### src/hw/nir_pkg.sv
// Package with offsets, field positions and reset values of the namespace identify report
package nir_pkg;
   // Byte offsets of the report fields
   localparam logic [4:0] OFS_BLOCK_TOTAL    = 5'h00;
   localparam logic [4:0] OFS_BLOCK_CAPACITY = 5'h08;
   localparam logic [4:0] OFS_BLOCKS_IN_USE  = 5'h10;
   localparam logic [4:0] OFS_FEATURE_FLAGS  = 5'h18;
   localparam logic [4:0] OFS_REPORT_LAST    = 5'h18;
   localparam logic [4:0] OFS_FORMAT_SELECT  = 5'h1A;
   // Feature byte bit positions
   localparam int FEAT_THIN_BIT    = 0;
   localparam int FEAT_NS_ATOM_BIT = 1;
   localparam int FEAT_DEALLOC_BIT = 2;
   // Formatted size selector field
   localparam int FMT_SEL_W = 4;
   localparam int FMT_COUNT = 16;
   // Reset values
   localparam logic [63:0] RST_COUNT   = 64'h0000_0000_0000_0000;
   localparam logic [7:0]  RST_BYTE    = 8'h00;
   localparam logic [3:0]  RST_FMT_SEL = 4'h0;
   // Command states
   typedef enum logic [1:0] {
      NIR_IDLE   = 2'b00,
      NIR_FORMAT = 2'b01,
      NIR_READY  = 2'b10
   } nir_state_t;
endpackage

### src/hw/nir_report.sv
// Namespace identify report: size, capacity, utilization and feature byte
// Operation
// Bytes 7:0 give the namespace block total; addresses run 0 to total minus 1.
// Counts are in the formatted block size and mean nothing before a format.
// Bytes 15:8 give the block capacity, never above the block total.
// Capacity leaves out spare blocks held in reserve.
// Bytes 23:16 give blocks in use, never above capacity.
// A block becomes allocated when written or write-uncorrectable targeted.
// A deallocate command may return blocks to the unallocated state.
// Without thin provisioning the in-use value may simply equal capacity.
// Byte 24 is the feature byte with bits 7:3 reserved as zero.
// Feature bit 2 reports deallocated-or-unwritten error support.
// Feature bit 1 says the per-namespace atomic write units are valid.
// Feature bit 0 reports thin provisioning; deallocation lowers in-use.
// With feature bit 0 clear, total and capacity report the same value; the code reports capacity as total minus spare blocks.
// Block size follows bits 3:0 of the format select byte at offset 26.
// In-use moves only on real allocation changes; bytes go out low first.
module nir_report #(
   parameter int ADDR_W = 10
) (
   // Clock and reset
   input  wire logic        ref_clk,
   input  wire logic        sys_rst,
   // Namespace provisioning from controller firmware
   input  wire logic        cfg_thin_en,
   input  wire logic        cfg_dealloc_err_en,
   input  wire logic        cfg_ns_atomic_en,
   input  wire logic [63:0] cfg_raw_blocks,
   input  wire logic [63:0] cfg_spare_blocks,
   input  wire logic [63:0] cfg_thin_capacity,
   input  wire logic [63:0] fmt_block_count [nir_pkg::FMT_COUNT],
   // Format command
   input  wire logic        format_req,
   input  wire logic [3:0]  format_sel,
   // Block events from the I/O path
   input  wire logic        wr_valid,
   input  wire logic        wr_uncorr_valid,
   input  wire logic        dealloc_valid,
   input  wire logic [63:0] io_lba,
   // Identify read port
   input  wire logic        id_rd,
   input  wire logic [4:0]  id_addr,
   output logic [7:0]       id_rdata,
   output logic             id_rvalid,
   // Status
   output logic             ns_formatted
);
   nir_pkg::nir_state_t state_reg;
   nir_pkg::nir_state_t state_next;
   logic [63:0] total_reg;
   logic [63:0] total_next;
   logic [63:0] cap_reg;
   logic [63:0] cap_next;
   logic [63:0] use_reg;
   logic [63:0] use_next;
   logic [3:0]  fmt_reg;
   logic [3:0]  fmt_next;
   logic [7:0]  rdata_reg;
   logic [7:0]  rdata_next;
   logic        rvalid_reg;
   logic        rvalid_next;
   logic [7:0]  feat_byte;
   logic [63:0] fmt_total;
   logic [63:0] avail;
   logic [63:0] cap_pick;
   logic        ev_valid;
   logic        ev_alloc;
   logic        map_clear;
   logic        inc_pulse;
   logic        dec_pulse;
   logic        in_range;

   // Block count for selected format
   assign fmt_total = fmt_block_count[fmt_reg];

   // Reserved bits read zero
   always_comb begin
      feat_byte = nir_pkg::RST_BYTE;
      // Thin provisioning flag
      feat_byte[nir_pkg::FEAT_THIN_BIT]    = cfg_thin_en;
      // Per-namespace atomic units valid
      feat_byte[nir_pkg::FEAT_NS_ATOM_BIT] = cfg_ns_atomic_en;
      // Unwritten-block error support
      feat_byte[nir_pkg::FEAT_DEALLOC_BIT] = cfg_dealloc_err_en;
   end

   // Spares never counted in capacity
   assign avail = (fmt_total > cfg_spare_blocks) ? (fmt_total - cfg_spare_blocks) : nir_pkg::RST_COUNT;

   always_comb begin
      // No thin provisioning: capacity equals total minus spares
      if (!cfg_thin_en) begin
         cap_pick = avail;
      // Capacity clamped to total minus spares
      end else if (cfg_thin_capacity < avail) begin
         cap_pick = cfg_thin_capacity;
      end else begin
         cap_pick = avail;
      end
   end

   // Addresses beyond total are not tracked
   assign in_range = (state_reg == nir_pkg::NIR_READY) && (io_lba < total_reg)
                     && (io_lba[63:ADDR_W] == '0);
   // Writes allocate
   // Deallocate releases only when thin provisioning is on
   assign ev_valid  = in_range && (wr_valid || wr_uncorr_valid || (dealloc_valid && cfg_thin_en));
   assign ev_alloc  = wr_valid || wr_uncorr_valid;
   assign map_clear = (state_reg == nir_pkg::NIR_FORMAT);

   nir_alloc_map #(
      .ADDR_W (ADDR_W)
   ) u_map (
      .ref_clk   (ref_clk),
      .sys_rst   (sys_rst),
      .clear_all (map_clear),
      .ev_valid  (ev_valid),
      .ev_alloc  (ev_alloc),
      .ev_addr   (io_lba[ADDR_W-1:0]),
      .inc_pulse (inc_pulse),
      .dec_pulse (dec_pulse)
   );

   always_comb begin
      state_next = state_reg;
      total_next = total_reg;
      cap_next   = cap_reg;
      use_next   = use_reg;
      fmt_next   = fmt_reg;
      case (state_reg)
         nir_pkg::NIR_IDLE: begin
            if (format_req) begin
               // Latch format choice
               fmt_next   = format_sel;
               state_next = nir_pkg::NIR_FORMAT;
            end
         end
         nir_pkg::NIR_FORMAT: begin
            // Counts defined from here on
            total_next = fmt_total;
            cap_next   = cap_pick;
            use_next   = nir_pkg::RST_COUNT;
            state_next = nir_pkg::NIR_READY;
         end
         nir_pkg::NIR_READY: begin
            if (format_req) begin
               fmt_next   = format_sel;
               state_next = nir_pkg::NIR_FORMAT;
            end else if (inc_pulse && use_reg < cap_reg) begin
               // Never above capacity
               use_next = use_reg + 64'h1;
            end else if (dec_pulse && use_reg != nir_pkg::RST_COUNT) begin
               // Deallocation lowers in-use
               use_next = use_reg - 64'h1;
            end
         end
         default: begin
            state_next = nir_pkg::NIR_IDLE;
         end
      endcase
   end

   // Little-endian byte read
   always_comb begin
      rvalid_next = id_rd;
      rdata_next  = nir_pkg::RST_BYTE;
      if (!id_rd) begin
         rdata_next = nir_pkg::RST_BYTE;
      end else if (id_addr < nir_pkg::OFS_BLOCK_CAPACITY) begin
         // Block total field
         rdata_next = total_reg[8*id_addr[2:0] +: 8];
      end else if (id_addr < nir_pkg::OFS_BLOCKS_IN_USE) begin
         // Capacity field
         rdata_next = cap_reg[8*id_addr[2:0] +: 8];
      end else if (id_addr < nir_pkg::OFS_FEATURE_FLAGS) begin
         // Fixed-allocation parts report capacity
         rdata_next = cfg_thin_en ? use_reg[8*id_addr[2:0] +: 8] : cap_reg[8*id_addr[2:0] +: 8];
      end else if (id_addr == nir_pkg::OFS_REPORT_LAST) begin
         rdata_next = feat_byte;
      end else if (id_addr == nir_pkg::OFS_FORMAT_SELECT) begin
         rdata_next = {4'h0, fmt_reg};
      end else begin
         rdata_next = nir_pkg::RST_BYTE;
      end
   end

   always_ff @(posedge ref_clk) begin
      if (sys_rst) begin
         state_reg  <= nir_pkg::NIR_IDLE;
         total_reg  <= nir_pkg::RST_COUNT;
         cap_reg    <= nir_pkg::RST_COUNT;
         use_reg    <= nir_pkg::RST_COUNT;
         fmt_reg    <= nir_pkg::RST_FMT_SEL;
         rdata_reg  <= nir_pkg::RST_BYTE;
         rvalid_reg <= 1'b0;
      end else begin
         state_reg  <= state_next;
         total_reg  <= total_next;
         cap_reg    <= cap_next;
         use_reg    <= use_next;
         fmt_reg    <= fmt_next;
         rdata_reg  <= rdata_next;
         rvalid_reg <= rvalid_next;
      end
   end

   assign id_rdata     = rdata_reg;
   assign id_rvalid    = rvalid_reg;
   assign ns_formatted = (state_reg == nir_pkg::NIR_READY);
endmodule // nir_report

### src/hw/nir_alloc_map.sv
// Per-block allocation bitmap with in-use change reporting
module nir_alloc_map #(
   parameter int ADDR_W = 10
) (
   // Clock and reset
   input  wire logic              ref_clk,
   input  wire logic              sys_rst,
   // Clear all on format
   input  wire logic              clear_all,
   // Block event
   input  wire logic              ev_valid,
   input  wire logic              ev_alloc,
   input  wire logic [ADDR_W-1:0] ev_addr,
   // Resulting count change
   output logic                   inc_pulse,
   output logic                   dec_pulse
);
   localparam int DEPTH = 1 << ADDR_W;

   logic [DEPTH-1:0] map_reg;
   logic [DEPTH-1:0] map_next;
   logic             inc_reg;
   logic             inc_next;
   logic             dec_reg;
   logic             dec_next;

   always_comb begin
      map_next = map_reg;
      inc_next = 1'b0;
      dec_next = 1'b0;
      if (clear_all) begin
         map_next = '0;
      end else if (ev_valid) begin
         // Count only real transitions
         if (ev_alloc && !map_reg[ev_addr]) begin
            inc_next = 1'b1;
         end else if (!ev_alloc && map_reg[ev_addr]) begin
            dec_next = 1'b1;
         end
         map_next[ev_addr] = ev_alloc;
      end
   end

   always_ff @(posedge ref_clk) begin
      if (sys_rst) begin
         map_reg <= '0;
         inc_reg <= 1'b0;
         dec_reg <= 1'b0;
      end else begin
         map_reg <= map_next;
         inc_reg <= inc_next;
         dec_reg <= dec_next;
      end
   end

   assign inc_pulse = inc_reg;
   assign dec_pulse = dec_reg;
endmodule // nir_alloc_map

### config.mk
export PLATFORM = sky130hd
export DESIGN_NAME = nir_report
export DESIGN_NICKNAME = d
export VERILOG_FILES = /design/src/hw/nir_pkg.sv /design/src/hw/nir_report.sv /design/src/hw/nir_alloc_map.sv
export SDC_FILE = /design/constraint.sdc
export NUM_CORES = 2
export LEC_CHECK = 0
export ABC_AREA = 1
export BUFFER_PORTS_ARGS = -buffer_cell sky130_fd_sc_hd__buf_2
export CAP_MARGIN = 20
export CORE_AREA = 3 3 508 510
export CTS_CLUSTER_SIZE = 8
export DETAILED_ROUTE_END_ITERATION = 8
export DIE_AREA = 0 0 511 513
export HOLD_SLACK_MARGIN = 0.08
export PLACE_DENSITY_LB_ADDON = 0.08
export SLEW_MARGIN = 20
export SYNTH_ARGS = -nofsm -noshare
export SYNTH_HDL_FRONTEND = slang
export SYNTH_SLANG_ARGS = --single-unit
### constraint.sdc
create_clock -name ref_clk -period 17.7 [get_ports ref_clk]
set_clock_uncertainty 0.05 [all_clocks]
set_input_delay 1.77 -clock ref_clk [delete_from_list [all_inputs] [get_ports ref_clk]]
set_output_delay 1.77 -clock ref_clk [all_outputs]
set_load 0.05 [all_outputs]
==> run_results.csv <==
group,metric,value,unit
outcome,status,"finished clean",
job,cap_violations,0,
synth,avgSynthCellArea,6.446,um2
global_route,top_usage_layer,"met2",
clocking,insertion_delay,0.83,ns
placed_design,numPortBuffers,1244,
sta,timing_hold_violations_final,0,
critical_path,path_buf_inv,6,
hold_path,hold_class,"reg -> reg",
clocking,cts_resized,0,
cells_and_area,fin_cells,16730,
critical_path,startpoint,"fmt_reg[0]",
critical_path,reg2reg_from,"fmt_reg[0]",
placed_design,dp_slack,7.321,ns
synth,yosys_warnings,0,
pwr,clock_power_share,33.9,%
synth,yosysSeqAreaShare,30.44,%
hold_path,hold_depth,2,
global_route,track_usage,37.62,%
critical_path,cp-start-kind,"flip-flop",
cells_and_area,drive_gt1_share,13.53,%
critical_path,crit_family,"simple AND/OR/NAND/NOR gates",
pwr,cellPowerDensity,99.76,mW/mm2
global_route,grt.met1_usage,46.17,%
clocking,numCtsBuffers,176,
sta,finalSetupViolCount,0,
synth,synth-main-ff-cell,"dfxtp_1",
drt,antenna_left,0,
sta,worst_slack,7.095,ns
synth,synthMuxAreaShare,2.308,%
cells_and_area,largest_reg_flops,1024,
critical_path,slowest_stage,"mux2i_1",
synth,synth_edf_count,0,
floorplanning,io_pins,1309,
cells_and_area,utilization,37.46,%
global_route,grt-ovfl-total,0,
critical_path,rrSetupSlack,7.09,ns
drt,wl_per_cell,31.05,um
synth,ys_types,56,
drt,via_per_inst,5.696,
floorplanning,start_util,31.94,%
sta,fin_crit_sh,59.92,%
sta,fmax,94.29,MHz
global_route,grt_pass1_wl,701800,um
floorplanning,coreArea,0.2539,mm2
critical_path,crit_type,"reg -> reg",
clocking,cts_buffer_depth,3,
synth,synthesis.area,0.08109,mm2
global_route,met3_usage,8.910,%
drt,wl,519500,um
clocking,cts_setup_buffers,0,
global_route,met2_usage,57.79,%
cells_and_area,final_nets,14760,
pwr,p_leak,37.79,nW
pwr,p_sw_share,40.52,%
clocking,h-tree-depth,4,
sta,rsz0062_at_grt,"no",
pwr,seq_power_share,30.6,%
pwr,ir_drop,0.08520,mV
sta,fin_tns_setup,0,ns
floorplanning,fp.dieH,513,um
synth,synth_nets,14200,
global_route,antenna_found_initial,170,
clocking,clk_pin_slew,0.05,ns
clocking,cts_tree,"done",
clocking,holdBufCountCts,0,
synth,synth_async_sr_flop_share,0,%
drt,drc,0,
placed_design,place_hpwl,386200,um
synth,synthSimpleGateAreaFrac,28.29,%
cells_and_area,area_delta_synth_final,17.30,%
synth,synthXorXnorAreaFrac,0.7452,%
sta,drv_slew,0,
synth,synthAdderAreaFrac,4.956,%
critical_path,cp_num_cells,29,
floorplanning,dieArea,0.2621,mm2
pwr,combPwrFrac,35.5,%
pwr,p_sw,3.845,mW
synth,synth_seq_cells,1233,
placed_design,dp.cells,16320,
critical_path,r2r_cells,29,
placed_design,gp_congestion,1.034,
critical_path,endpoint,"cap_reg[53]",
global_route,grt_max_degree,208,
synth,synth_compound_area_share,23.13,%
cells_and_area,n_fill_cell,27560,
clocking,cts.sinks,1233,
floorplanning,rows,185,
synth,synthCells,12580,
sta,maxSlewHeadroom,6.357,%
floorplanning,die_w,511,um
synth,synth_top_family_by_area,"simple AND/OR/NAND/NOR gates",
sta,layout_min_cycle_time,10.61,ns
critical_path,crit_path_max_incr_delay,1.16,ns
critical_path,cp_max_fo,108,
pwr,p_int,5.644,mW
drt,drt_iter0_markers,10920,
sta,worstMarginPinSlew,1.366,ns
critical_path,crit_path_frequent_cell,"nand2_1",
critical_path,end_kind,"flip-flop",
clocking,clockRootBuffer,"clkbuf_16",
critical_path,arrival,11.22,ns
critical_path,r2r-end,"cap_reg[53]",
drt,vias,95300,
critical_path,required,18.31,ns
global_route,grt_pass1_vias,87310,
drt,firstDrtPassIters,9,
==> cell usage after synthesis, types with 28 or more instances <==
master / n / area share [%]
nor2_1: 2249 / 10
nand2_1: 1666 / 7.7
o21ai_0: 1359 / 8.4
dfxtp_1: 1233 / 30
inv_1: 1078 / 5.0
nor3_1: 1078 / 6.7
clkbuf_1: 912 / 4.2
o221ai_1: 455 / 4.9
a21oi_1: 418 / 2.6
nand3_1: 335 / 2.1
ha_1: 318 / 4.9
a22oi_1: 256 / 2.4
o21ai_1: 224 / 1.4
mux2i_1: 187 / 2.3
buf_1: 136 / 0.63
nand4_1: 93 / 0.72
o211ai_1: 77 / 0.71
o32ai_1: 63 / 0.68
a31oi_1: 50 / 0.39
nor4_1: 46 / 0.35
xor2_1: 41 / 0.44
a22o_1: 32 / 0.35
inv_2: 32 / 0.15
xnor2_1: 28 / 0.30
==> cell type report <==
cell class	count	area, um2	share of cell area, %
sequential	1233	24700	25.97
antenna	197	493.0	0.5183
clock buffer	190	4549	4.783
multi-input combinational	9164	48610	51.11
inverter	1119	4223	4.440
tap	3366	4212	4.428
clock inverter	18	416.7	0.4380
timing repair buffer	1443	7911	8.317
==> layer usage <==
| layer | part of all wire (%) | up-vias |
|---|---|---|
| li1 | - | 44100 |
| met1 | 40 | 45830 |
| met2 | 44 | 4411 |
| met3 | 8.6 | 903 |
| met4 | 7.8 | 62 |
| met5 | 0.079 | - |
==> worst min-delay path, delay by kind of cell, from the launching register on <==
family	cells	cell delay [ns]
flops	1	0.30
simple gates	2	0.11
==> cells in the final DEF (no fill, tap or decap), drive strengths merged, types with 47 or more instances in the layout <==
| master | count |
|---|---|
| nand3 | 335 |
| ha | 318 |
| o32ai | 63 |
| inv | 1110 |
| clkbuf | 190 |
| mux2i | 187 |
| a31oi | 50 |
| nor3 | 1078 |
| o221ai | 455 |
| nor4 | 47 |
| a21oi | 418 |
| nor2 | 2249 |
| nand4 | 93 |
| o21ai | 1583 |
| buf | 1443 |
| a22oi | 256 |
| nand2 | 1672 |
| o211ai | 77 |
| diode | 197 |
| dfxtp | 1233 |
==> cells by family after synthesis <==
family / count (synthesis)
muxes: 187
adders and majority gates: 320
xor gates and xnor gates: 69
AOI/OAI and AO/OA: 3077
DFF: 1233
and+or+nand+nor: 5511
buffers and inverters: 2183
==> worst min path at each step <==
stage | start | to
floorplan | cap_reg[10] | cap_reg[10]
global placement | cap_reg[14] | cap_reg[14]
detailed placement | cap_reg[42] | cap_reg[42]
CTS | cap_reg[42] | cap_reg[42]
global route | cap_reg[13] | cap_reg[13]
finish | cap_reg[42] | cap_reg[42]
==> metrics by stage <==
stage / area [um2] / total power [mW] / hold slack (ns)
final: 95120 / 9.489 / 0.4016
after CTS: 94570 / 9.491 / 0.4040
after floorplan: 81090 / 4.777 / 0.3761
after detailed placement: 89600 / 6.255 / 0.3926
after global routing: 94890 / 9.862 / 0.4186
after global placement: 89550 / 6.252 / 0.3947
==> power groups by stage <==
stage	clock network, mW	logic, mW	registers, mW
2_1_floorplan	0	1.86	2.92
3_3_place_gp	0	3.29	2.96
3_5_place_dp	0	3.30	2.96
4_1_cts	3.28	3.31	2.90
5_1_grt	3.38	3.58	2.90
6_report	3.22	3.37	2.90
(Power assumes the default switching activity.)
